==> config.mk <==
export PLATFORM = sky130hd
export DESIGN_NAME = tmsp_port
export DESIGN_NICKNAME = d
export VERILOG_FILES = /design/src/logic/tmsp_pkg.sv /design/src/logic/tmsp_port.sv
export SDC_FILE = /design/constraint.sdc
export NUM_CORES = 1
export LEC_CHECK = 0
export BUFFER_PORTS_ARGS = -buffer_cell sky130_fd_sc_hd__clkbuf_2
export CAP_MARGIN = 30
export CELL_PAD_IN_SITES_DETAIL_PLACEMENT = 0
export CELL_PAD_IN_SITES_GLOBAL_PLACEMENT = 1
export CORE_MARGIN = 10
export CORE_UTILIZATION = 25
export CTS_CLUSTER_DIAMETER = 40
export DETAILED_ROUTE_END_ITERATION = 16
export PLACE_DENSITY_LB_ADDON = 0.3
export SYNTH_ARGS = -nofsm -noshare
export SYNTH_HDL_FRONTEND = slang
export SYNTH_SLANG_ARGS = --single-unit
export TNS_END_PERCENT = 1
==> constraint.sdc <==
create_clock -name clk_i -period 5.3 [get_ports clk_i]
set_input_delay 0.53 -clock clk_i [delete_from_list [all_inputs] [get_ports clk_i]]
set_output_delay 0.53 -clock clk_i [all_outputs]
set_load 0.005 [all_outputs]
==> src/logic/tmsp_pkg.sv <==
/*
  Package of the multiplexed serial port: register map, field positions,
  reset values and link framing constants.
  Assumes an APB master with 32-bit data and a byte-addressed map.
*/
`default_nettype none
package tmsp_pkg;
  // Register byte offsets
  localparam logic [7:0] TMSP_OFF_CTRL   = 8'h00;
  localparam logic [7:0] TMSP_OFF_SLOT   = 8'h04;
  localparam logic [7:0] TMSP_OFF_ADDR   = 8'h08;
  localparam logic [7:0] TMSP_OFF_RXHOLD = 8'h0C;
  localparam logic [7:0] TMSP_OFF_TXHOLD = 8'h10;
  localparam logic [7:0] TMSP_OFF_ASTAT  = 8'h14;
  localparam logic [7:0] TMSP_OFF_IFLAG  = 8'h18;
  localparam logic [7:0] TMSP_OFF_IMASK  = 8'h1C;
  // Field layout
  localparam int TMSP_MODE_BIT   = 0;
  localparam int TMSP_SLOTS      = 8;
  localparam int TMSP_WORD_W     = 16;
  localparam int TMSP_ADDR_W     = 8;
  localparam int TMSP_FLAG_RX    = 0;
  localparam int TMSP_FLAG_TX    = 1;
  localparam int TMSP_ST_SLOT_LO = 8;
  localparam int TMSP_ST_MATCH   = 11;
  localparam int TMSP_ST_TXACT   = 12;
  localparam int TMSP_ST_TXFULL  = 13;
  // Reset values
  localparam logic [15:0] TMSP_RST_CTRL = 16'h0000;
  localparam logic [7:0]  TMSP_RST_SLOT = 8'h00;
  localparam logic [2:0]  TMSP_RST_CUR_SLOT = 3'h7;
  localparam logic [15:0] TMSP_RST_ADDR = 16'h0000;
  localparam logic [1:0]  TMSP_RST_FLAG = 2'h0;
  // Framing
  localparam logic [3:0] TMSP_LAST_BIT = 4'hF;
  localparam logic [3:0] TMSP_ADDR_END = 4'h8;

  typedef struct packed {
    logic tx_moved;
    logic rx_done;
  } tmsp_ev_t;

  typedef enum logic [1:0] {
    TMSP_TX_IDLE = 2'b01,
    TMSP_TX_SEND = 2'b10
  } tmsp_tx_st_t;
endpackage
`default_nettype wire

==> src/logic/tmsp_port.sv <==
/*
  Multiplexed serial port for a shared four-wire bus, with APB registers
  and one level interrupt.
  Assumes the bus clock and frame sync come from outside and are slow
  against clk_i (at least four clk_i cycles per half period).
*/
// Design decisions made here: the address map and the APB register port.
// Contract
// - Slot register bits 0-7 enable transmit per slot; 8-15 reserved.
// - Address register: low byte own receive address, high byte destination.
// - Sender drives destination on address line; matching devices capture data.
// - All data uses one shared data line from joined receive/transmit pins.
// - One shared clock line formed by tying receive and transmit clocks.
// - Receive shift register collects bits, then copies into receive holding.
// - Copy into receive holding sets the receive flag.
// - Transmit holding word is copied into the transmit shift register.
// - In multiprocessing mode the receive holding register is unreachable.
// - In multiprocessing mode the transmit holding register is unreachable.
// - Control register bit 0 selects multiprocessing mode.
// - Address status register reports address line and slot timing.
// - Moving transmit holding into shift register sets the transmit flag.
// - One control bit enables the multiplexed port.
// - Devices take turns in slots; a sender may address any device set.
`timescale 1ns/1ns
`default_nettype none
module tmsp_port
  import tmsp_pkg::*;
(
  input  wire logic        clk_i,
  input  wire logic        reset_n_i,
  input  wire logic        psel_i,
  input  wire logic        penable_i,
  input  wire logic        pwrite_i,
  input  wire logic [7:0]  paddr_i,
  input  wire logic [31:0] pwdata_i,
  output var  logic [31:0] prdata_o,
  output var  logic        pready_o,
  output var  logic        pslverr_o,
  input  wire logic        shared_serial_clock_i,
  input  wire logic        frame_sync_i,
  input  wire logic        mux_receive_data_pin_i,
  output var  logic        mux_transmit_data_pin_o,
  output var  logic        data_oe_n_o,
  input  wire logic        shared_address_line_i,
  output var  logic        address_out_o,
  output var  logic        address_oe_n_o,
  output var  logic        irq_o
);

  logic [15:0]            ctrl_r;
  logic [7:0]             slot_en_r;
  logic [15:0]            addr_pair_r;
  logic [15:0]            rx_hold_r;
  logic [15:0]            tx_hold_r;
  logic                   tx_full_r;
  logic [1:0]             flag_r;
  logic [1:0]             mask_r;
  logic [2:0]             clk_sy_r;
  logic [1:0]             fs_sy_r;
  logic [1:0]             din_sy_r;
  logic [1:0]             ain_sy_r;
  logic [3:0]             bit_r;
  logic [2:0]             slot_r;
  logic [15:0]            rx_shift_r;
  logic [7:0]             rx_addr_r;
  logic [7:0]             last_addr_r;
  logic                   last_match_r;
  logic [15:0]            tx_shift_r;
  logic [7:0]             tx_addr_r;
  tmsp_tx_st_t            tx_st_r;
  logic                   rd_ok_r;
  tmsp_ev_t               ev;
  logic                   mode;
  logic                   rise;
  logic                   fall;
  logic [3:0]             nbit;
  logic [2:0]             nslot;
  logic                   setup;
  logic                   wr_en;
  logic                   reg_hit;
  logic [31:0]            rd_val;
  logic                   tx_start;

  function automatic logic hit(input logic [7:0] a, input logic [7:0] off);
    hit = (a == off);
  endfunction

  assign mode  = ctrl_r[TMSP_MODE_BIT];
  assign rise  = clk_sy_r[1] & ~clk_sy_r[2];
  assign fall  = ~clk_sy_r[1] & clk_sy_r[2];
  assign nbit  = (bit_r == TMSP_LAST_BIT) ? 4'h0 : bit_r + 4'h1;
  assign nslot = (bit_r == TMSP_LAST_BIT) ? slot_r + 3'h1 : slot_r;
  assign setup = psel_i & ~penable_i;
  assign wr_en = psel_i & penable_i & pready_o & pwrite_i & rd_ok_r;
  assign tx_start = mode & fall & (nbit == 4'h0) & slot_en_r[nslot]
                  & tx_full_r;

  // Pin synchronisers; the second stage is read, and for the clock also the third for edge detection
  always_ff @(posedge clk_i or negedge reset_n_i)
  begin
    if (!reset_n_i)
    begin
      clk_sy_r <= 3'h0;
      fs_sy_r  <= 2'h0;
      din_sy_r <= 2'h0;
      ain_sy_r <= 2'h0;
    end
    else
    begin
      clk_sy_r <= {clk_sy_r[1:0], shared_serial_clock_i};
      fs_sy_r  <= {fs_sy_r[0], frame_sync_i};
      din_sy_r <= {din_sy_r[0], mux_receive_data_pin_i};
      ain_sy_r <= {ain_sy_r[0], shared_address_line_i};
    end
  end

  // Slot timing; frame sync marks bit 0 of slot 0
  always_ff @(posedge clk_i or negedge reset_n_i)
  begin
    if (!reset_n_i)
    begin
      bit_r  <= TMSP_LAST_BIT;
      slot_r <= TMSP_RST_CUR_SLOT;
    end
    else if (rise)
    begin
      if (fs_sy_r[1])
      begin
        bit_r  <= 4'h0;
        slot_r <= 3'h0;
      end
      else
      begin
        bit_r  <= nbit;
        slot_r <= nslot;
      end
    end
  end

  // Receive path; own slots are skipped
  always_ff @(posedge clk_i or negedge reset_n_i)
  begin
    if (!reset_n_i)
    begin
      rx_shift_r   <= 16'h0000;
      rx_addr_r    <= 8'h00;
      last_addr_r  <= 8'h00;
      last_match_r <= 1'b0;
      rx_hold_r    <= 16'h0000;
      ev.rx_done   <= 1'b0;
    end
    else
    begin
      ev.rx_done <= 1'b0;
      if (mode && rise)
      begin
        rx_shift_r <= {rx_shift_r[14:0], din_sy_r[1]};
        if ((fs_sy_r[1] ? 4'h0 : nbit) < TMSP_ADDR_END)
          rx_addr_r <= {rx_addr_r[6:0], ain_sy_r[1]};
        if (!fs_sy_r[1] && nbit == TMSP_LAST_BIT)
        begin
          last_addr_r  <= rx_addr_r;
          last_match_r <= |(rx_addr_r & addr_pair_r[7:0]);
          if (|(rx_addr_r & addr_pair_r[7:0]) && tx_st_r != TMSP_TX_SEND)
          begin
            rx_hold_r  <= {rx_shift_r[14:0], din_sy_r[1]};
            ev.rx_done <= 1'b1;
          end
        end
      end
    end
  end

  // Transmit state; drives only through an enabled, loaded slot
  always_ff @(posedge clk_i or negedge reset_n_i)
  begin
    if (!reset_n_i)
      tx_st_r <= TMSP_TX_IDLE;
    else
    begin
      case (tx_st_r)
        TMSP_TX_IDLE:
          if (tx_start)
            tx_st_r <= TMSP_TX_SEND;
        TMSP_TX_SEND:
          if (!mode || (fall && nbit == 4'h0 && !tx_start))
            tx_st_r <= TMSP_TX_IDLE;
        default:
          tx_st_r <= TMSP_TX_IDLE;
      endcase
    end
  end

  // Shift out on falling edges of the shared clock
  always_ff @(posedge clk_i or negedge reset_n_i)
  begin
    if (!reset_n_i)
    begin
      tx_shift_r  <= 16'h0000;
      tx_addr_r   <= 8'h00;
      ev.tx_moved <= 1'b0;
    end
    else
    begin
      ev.tx_moved <= 1'b0;
      if (tx_start)
      begin
        tx_shift_r  <= tx_hold_r;
        tx_addr_r   <= addr_pair_r[15:8];
        ev.tx_moved <= 1'b1;
      end
      else if (fall && tx_st_r == TMSP_TX_SEND)
      begin
        tx_shift_r <= {tx_shift_r[14:0], 1'b0};
        tx_addr_r  <= {tx_addr_r[6:0], 1'b0};
      end
    end
  end

  // Pin drivers; released outside enabled slots
  always_ff @(posedge clk_i or negedge reset_n_i)
  begin
    if (!reset_n_i)
    begin
      mux_transmit_data_pin_o <= 1'b0;
      address_out_o           <= 1'b0;
      data_oe_n_o             <= 1'b1;
      address_oe_n_o          <= 1'b1;
    end
    else
    begin
      if (tx_start)
      begin
        mux_transmit_data_pin_o <= tx_hold_r[TMSP_WORD_W-1];
        address_out_o           <= addr_pair_r[15];
      end
      else if (fall && tx_st_r == TMSP_TX_SEND)
      begin
        mux_transmit_data_pin_o <= tx_shift_r[14];
        address_out_o           <= tx_addr_r[6];
      end
      // Mode drop releases the lines at once, not at slot end
      data_oe_n_o    <= ~(tx_start | (mode & tx_st_r == TMSP_TX_SEND
                      & ~(fall & nbit == 4'h0)));
      address_oe_n_o <= ~(tx_start | (mode & tx_st_r == TMSP_TX_SEND
                      & ~(fall & nbit == 4'h0)));
    end
  end

  // Control, slot, address and interrupt mask registers
  always_ff @(posedge clk_i or negedge reset_n_i)
  begin
    if (!reset_n_i)
    begin
      ctrl_r      <= TMSP_RST_CTRL;
      slot_en_r   <= TMSP_RST_SLOT;
      addr_pair_r <= TMSP_RST_ADDR;
      mask_r      <= TMSP_RST_FLAG;
    end
    else if (wr_en)
    begin
      if (hit(paddr_i, TMSP_OFF_CTRL))
        ctrl_r <= pwdata_i[15:0];
      if (hit(paddr_i, TMSP_OFF_SLOT))
        slot_en_r <= pwdata_i[TMSP_SLOTS-1:0];
      if (hit(paddr_i, TMSP_OFF_ADDR))
        addr_pair_r <= pwdata_i[15:0];
      if (hit(paddr_i, TMSP_OFF_IMASK))
        mask_r <= pwdata_i[1:0];
    end
  end

  // Transmit holding; a load wins over a software write
  always_ff @(posedge clk_i or negedge reset_n_i)
  begin
    if (!reset_n_i)
    begin
      tx_hold_r <= 16'h0000;
      tx_full_r <= 1'b0;
    end
    else if (tx_start)
      tx_full_r <= 1'b0;
    else if (wr_en && hit(paddr_i, TMSP_OFF_TXHOLD))
    begin
      tx_hold_r <= pwdata_i[15:0];
      tx_full_r <= 1'b1;
    end
  end

  // Sticky flags: a set wins over a write-one clear
  always_ff @(posedge clk_i or negedge reset_n_i)
  begin
    if (!reset_n_i)
      flag_r <= TMSP_RST_FLAG;
    else
    begin
      flag_r <= (flag_r & ~((wr_en && hit(paddr_i, TMSP_OFF_IFLAG))
              ? pwdata_i[1:0] : 2'h0)) | {ev.tx_moved, ev.rx_done};
    end
  end

  always_ff @(posedge clk_i or negedge reset_n_i)
  begin
    if (!reset_n_i)
      irq_o <= 1'b0;
    else
      irq_o <= |(flag_r & mask_r);
  end

  // Read mux; holding registers vanish in multiprocessing mode
  always_comb
  begin
    rd_val  = 32'h0000_0000;
    reg_hit = 1'b1;
    case (paddr_i)
      TMSP_OFF_CTRL:   rd_val[15:0] = ctrl_r;
      TMSP_OFF_SLOT:   rd_val[7:0]  = slot_en_r;
      TMSP_OFF_ADDR:   rd_val[15:0] = addr_pair_r;
      TMSP_OFF_RXHOLD:
      begin
        reg_hit = ~mode;
        if (!mode)
          rd_val[15:0] = rx_hold_r;
      end
      TMSP_OFF_TXHOLD: reg_hit = ~mode;
      TMSP_OFF_ASTAT:
      begin
        rd_val[7:0] = last_addr_r;
        rd_val[TMSP_ST_SLOT_LO +: 3] = slot_r;
        rd_val[TMSP_ST_MATCH]  = last_match_r;
        rd_val[TMSP_ST_TXACT]  = (tx_st_r == TMSP_TX_SEND);
        rd_val[TMSP_ST_TXFULL] = tx_full_r;
      end
      TMSP_OFF_IFLAG:  rd_val[1:0] = flag_r;
      TMSP_OFF_IMASK:  rd_val[1:0] = mask_r;
      default:         reg_hit = 1'b0;
    endcase
  end

  // One access cycle: answer is prepared during setup
  always_ff @(posedge clk_i or negedge reset_n_i)
  begin
    if (!reset_n_i)
    begin
      pready_o  <= 1'b0;
      pslverr_o <= 1'b0;
      prdata_o  <= 32'h0000_0000;
      rd_ok_r   <= 1'b0;
    end
    else
    begin
      pready_o  <= setup;
      pslverr_o <= setup & ~reg_hit;
      rd_ok_r   <= setup & reg_hit;
      prdata_o  <= (setup && !pwrite_i) ? rd_val : 32'h0000_0000;
    end
  end

endmodule
`default_nettype wire

Word-level counts from Yosys, hierarchy flattened:

Cells that the tools add are included.

* register bits: 174
* input port bits: 49
* output and inout port bits: 39
* word-level logic and storage cells: 141

* add/sub/neg operators: 2
* order comparisons: 2
* eq/ne operators: 14
* mux-type cells: 31
* bitwise operators: 30
* reduce and logical (&&, ||, !) cells: 31

Operators by type and width (count)
* 8-bit by 5-bit == test with 1-bit output (second input constant): 4
* 16-bit two-way mux: 2
* 15-bit two-way mux: 2
* 6-bit one-hot mux with 5 select lines: 1
* 6-bit one-hot mux with 4 select lines: 1
* 1-bit bitwise AND: 16
* 8-bit by 4-bit == test with 1-bit output (second input constant): 2
* 2-bit AND reduction: 8
* 7-bit two-way mux: 2
* 2-bit one-hot mux with 7 select lines: 1
* 1-bit two-way mux: 11
* 1-bit logical AND: 9
* 8-bit bitwise AND: 1
* 4-bit == test (second input constant): 2
* 8-bit by 3-bit == test with 1-bit output (second input constant): 1
* 8-bit zero test: 1
* 4-bit two-way mux: 2
* 1-bit NOT: 8
* 8-bit OR reduction: 1
* 2-bit two-way mux: 3
* 3-bit two-way mux: 2
* 2-bit inequality test (second input constant): 3
* 2-bit one-hot mux with 3 select lines: 1
* 6-bit OR reduction: 1
* 19 further kinds: 25

Logic depth before layout (Yosys ltp):

* word-level depth: 11
* depth in mapped cells: 9
* depth with buffers taken out: 7

Least setup slack after synthesis:

Ideal clock, no wire load.

* kind: reg-to-reg
* from: register slot_r[0]
* to: register tx_hold_r[10]
* arrival: 2.481 ns
* required time: 5.173 ns
* slack: 2.692 ns
* stages on the path, launching flop included: 9
* path buffers: 2
* path through: dfstp_2 -> ha_1 -> buf_2 -> mux2i_1 -> mux4_2 -> mux2_4 -> o21ai_4 -> buf_6 -> mux2_1

* longest elaborated chain between the ends: 8

RTL lines
* start: declaration: RTL line tmsp_port.sv:63 `logic [2:0] slot_r;`
* start signal: assignment: RTL line tmsp_port.sv:135 `slot_r <= nslot;`
* 3-bit by 1-bit adder with 3-bit output: RTL line tmsp_port.sv:92 `assign nslot = (bit_r == TMSP_LAST_BIT) ? slot_r + 3'h1 : slot_r;`
* 3-bit two-way mux (*): RTL line tmsp_port.sv:92
* 1-bit binary-select mux with 3-bit select (*): RTL line tmsp_port.sv:95 `assign tx_start = mode & fall & (nbit == 4'h0) & slot_en_r[nslot]`
* 1-bit two-way mux (implied by the code) (*): RTL line tmsp_port.sv:95
* 1-bit bitwise AND (*): RTL line tmsp_port.sv:95
* 1-bit bitwise AND (*): RTL line tmsp_port.sv:96 `& tx_full_r;`
* 1-bit NOT (no source line) (*)
* 2-bit AND reduction (no source line) (*)
* end signal: assignment: RTL line tmsp_port.sv:285 `tx_hold_r <= pwdata_i[15:0];`
* end: declaration: RTL line tmsp_port.sv:54 `logic [15:0] tx_hold_r;`

Mark *: on every way between the ends. The rest lies on a longest branch, timed or not. The select of a mux whose other input is x is not followed.
A chain may end at the register's enable or synchronous reset.

Final worst setup path:

* from: register slot_r[1]
* to: register tx_addr_r[0]

* longest elaborated chain between the ends: 7
* elaborated cells on any way between the ends: 8
* classes of those cells: add/sub (1); mux (4); bitwise (2); reduce/logical (1)

RTL lines
* 3-bit by 1-bit adder with 3-bit output: RTL line tmsp_port.sv:92
* 3-bit two-way mux (*): RTL line tmsp_port.sv:92
* 1-bit binary-select mux with 3-bit select (*): RTL line tmsp_port.sv:95
* 1-bit two-way mux (implied by the code) (*): RTL line tmsp_port.sv:95
* 1-bit bitwise AND (*): RTL line tmsp_port.sv:95
* 1-bit bitwise AND (*): RTL line tmsp_port.sv:96
* 7-bit two-way mux or 2-bit nonzero test (tied branches)
* end signal: assignment: RTL line tmsp_port.sv:209 `tx_addr_r <= addr_pair_r[15:8];`
* end signal: assignment: RTL line tmsp_port.sv:215 `tx_addr_r <= {tx_addr_r[6:0], 1'b0};`
* end: declaration: RTL line tmsp_port.sv:69 `logic [7:0] tx_addr_r;`

Marked as above.

==> summary.txt <==
Global route
  – Pin count of the biggest net entering global routing: 68
  – Vias in the first global route: 5,065
  – Initial antenna violation count: 0
  – First-pass GRT wire length: 30,700 um
  – Gr usage total: 10.3%
  – Grt ovf: 0

Clocking
  – CTS tree: done
  – CTS resizes: 0
  – Total CTS buffers: 17
  – Clock buffer depth: 2
  – Clock-pin slew on the worst setup and hold paths: 0.07 ns
  – Clk_lat worst skew: 0.43 ns
  – Post-CTS Setup Repair Bufs: 0
  – Sink Count: 174
  – Root Buffer: clkbuf_16
  – H-tree depth: 4
  – Hold-fix buffers at CTS: 0

Layout
  – Ant diodes: 0
  – Area grow syn2layout: 16.2%
  – # fillers: 2,992
  – Post-route cell area: 8870 um^2
  – Area occupied by multi-input gates: 3010 um^2
  – Nets@finish: 682
  – Sequential cell area: 4370 um^2
  – Share of cells above drive strength 1: 34.1%

Timing
  – Post-route setup TNS: 0 ns
  – Worst-Margin Slew: 1.01 ns
  – RSZ-0062 raised after global routing: false
  – Final period utilization: 61.8%
  – Final-report setup violation count: 0
  – Final worst slack: 2.03 ns
  – Final Hold Viols: 0
  – Skew final: 0.0119 ns
  – Pins Over Slew Limit: 0
  – Max Fclk: 305 MHz
  – Relative slew slack: 32.3%
  – Final min period: 3.27 ns

Synthesis
  – Distinct cells, synth: 57
  – Primary FF master, synth: dfrtp_1
  – Synth Cell Area: 7640 um^2
  – Share of the synthesized area in the top cell type: 54.1%
  – Yosys warnings: 0
  – Post-Synthesis Cells: 574
  – Top post-synthesis cells by area: dfrtp_1 (54%), mux2_2 (13%), mux2i_1 (4.2%)
  – FF+latch count, synth: 174
  – Synth Area per Inst: 13.3 um^2
  – Count leader, synth: dfrtp_1
  – Synth area leader: dfrtp_1
  – Synth top cells by count: dfrtp_1 (165), mux2_2 (87), a21oi_1 (39), a22oi_1 (32), mux2i_1 (32)
  – Post-synthesis sequential area ratio: 57.2%
  – Post-synth EDFFs: 0
  – Ys async rst share: 100%

Outcome
  – Status: complete, no violations

Placement
  – Post-placement setup slack: 2.00 ns
  – Placed cell area: 8270 um^2
  – Routability cong.: 0.779
  – I/O Buffers: 55
  – Final HPWL DP: 13,600 um

Route
  – First DRT Iteration DRCs: 370
  – DR vias/cell: 4.64
  – Final WL: 19,500 um
  – DRC: 0
  – Initial DRT Pass Iterations: 5
  – Vias: 4,789
  – Wirelength per Cell: 18.9 um
  – ANT nets after route: 0

Setup path
  – Reg2Reg Depth: 7
  – Critical Path Start Type: register
  – WP data arrival: 3.59 ns
  – R2R Path End: tx_addr_r[0]$_DFFE_PN0P_
  – Critical path endpoint category: register
  – Crit-path max FO: 25
  – Crit Path Class: register to register
  – Critical Path RT: 5.62 ns
  – FF-to-FF Start: slot_r[1]$_DFFE_PN1P_
  – R2R Setup Slk: 2.03 ns

Pwr
  – Gate power share: 3.6%
  – Net switching power: 0.000673 W
  – Static leakage: 4.17 nW
  – Flop pwr share: 49.7%
  – Clk pwr share: 46.7%
  – Max IR drop VDD: 0.177 mV
  – PD cells: 308 nW/um^2
  – Cell-internal power: 0.00206 W
  – Sw Share: 24.6%

Flow run
  – Maxcap violations: 0

Floorplan
  – Initial core utilization: 25.6%
  – Std cell rows: 63
  – Die height: 195 um
  – Die ar.: 37,900 um^2
  – Core Box Area: 29,900 um^2
  – Chip width: 195 um
  – IO Pins: 88

Min path
  – Hold crit path type: primary input to async pin
## critical path: stages (launching register included)
cell and delay, ns:
dfstp_2 0.65, ha_1 0.36, mux2i_1 0.16, mux4_2 0.47, mux2_4 0.43, or2_1 0.47
buf_4 0.31, mux2_4 0.31
## through the flow
step	total power (W)	std cells	hold slack (ns)	utilization, %
2_1_floorplan	0.00143	589	0.234	-
3_3_place_gp	0.00148	1000	0.338	27.7
3_5_place_dp	0.00148	1000	0.344	27.7
4_1_cts	0.00277	1032	0.0610	29.7
5_1_grt	0.00284	1032	0.0775	29.7
6_report	0.00273	1032	0.0437	29.7
## placed cells by master, fill, tap and decap left out, types with 5 or more instances in the layout
cell type  synthesis  layout
dfrtp_1          165     165
mux2_4            12      12
mux2_2            87      87
clkbuf_2           0      54
o21ai_0            5       5
nand2b_1           5       5
nor2_1             9       9
a22oi_1           32      32
a21oi_1           39      39
mux2i_1           32      32
nand2_1           19      19
buf_4             17      12
inv_8              0       5
nor3_1            27      27
a31oi_1            5       5
clkbuf_16          0      17
inv_1              8       8
dfstp_2            9       9
conb_1             1      16
mux2_1            10      10
## sequential cells by signal (all words and copies together) (netlist names), 3 cells and up
name,count
tx_addr_r,7
addr_pair_r,16
slot_r,3
prdata_o,16
rx_addr_r,8
tx_shift_r,15
last_addr_r,8
slot_en_r,8
clk_sy_r,3
rx_hold_r,16
tx_hold_r,16
rx_shift_r,15
bit_r,4
ctrl_r,16
## kinds of logic (layout without fill, tap and decap cells)
logic type,after synthesis,in the layout,share of synthesized area [%]
mux,143,143,21.4
flops,174,174,57.2
other cells,1,16,0.0491
xor+xnor,1,1,0.115
simple gates,97,97,7.67
fa+ha+maj,4,4,0.655
compound gates,100,100,8.80
buf+inv,54,107,4.10
## final cells by class
type | count | area share (%)
multi-input combinational | 361 | 34.0
clock inverter | 14 | 1.83
sequential | 174 | 49.2
timing repair buffer | 67 | 4.19
tap | 390 | 5.50
inverter | 8 | 0.339
clock buffer | 18 | 4.95
## power groups by stage
| stage | registers, W | logic [W] | clock network, W |
|---|---|---|---|
| 6_report | 0.00136 | 0.0000991 | 0.00128 |
| 5_1_grt | 0.00136 | 0.000113 | 0.00137 |
| 4_1_cts | 0.00136 | 0.000102 | 0.00131 |
| 3_5_place_dp | 0.00138 | 0.000102 | 0 |
| 3_3_place_gp | 0.00138 | 0.0000969 | 0 |
| 2_1_floorplan | 0.00138 | 0.0000514 | 0 |
## worst max path at each step
| stage | start | to | slack (ns) |
|---|---|---|---|
| final | slot_r[1]$_DFFE_PN1P_ | tx_addr_r[0]$_DFFE_PN0P_ | 2.03 |
| after detailed placement | slot_r[1]$_DFFE_PN1P_ | tx_addr_r[0]$_DFFE_PN0P_ | 2.00 |
| after global placement | slot_r[1]$_DFFE_PN1P_ | tx_addr_r[0]$_DFFE_PN0P_ | 2.03 |
| after floorplan | slot_r[0]$_DFFE_PN1P_ | tx_hold_r[10]$_DFFE_PN0P_ | 2.69 |
| after global routing | slot_r[1]$_DFFE_PN1P_ | tx_addr_r[0]$_DFFE_PN0P_ | 1.93 |
| after CTS | slot_r[1]$_DFFE_PN1P_ | tx_addr_r[0]$_DFFE_PN0P_ | 2.02 |
## layer usage
metal	routed length, um	part of all wire, %	vias up	global-route usage [%]
met4	280	1.4	0	2.99
li1	-	-	2173	-
met5	0	0	-	0
met2	9530	49	112	16.7
met3	890	4.6	19	2.34
met1	8800	45	2485	13.3
(Power assumes the default switching activity.)
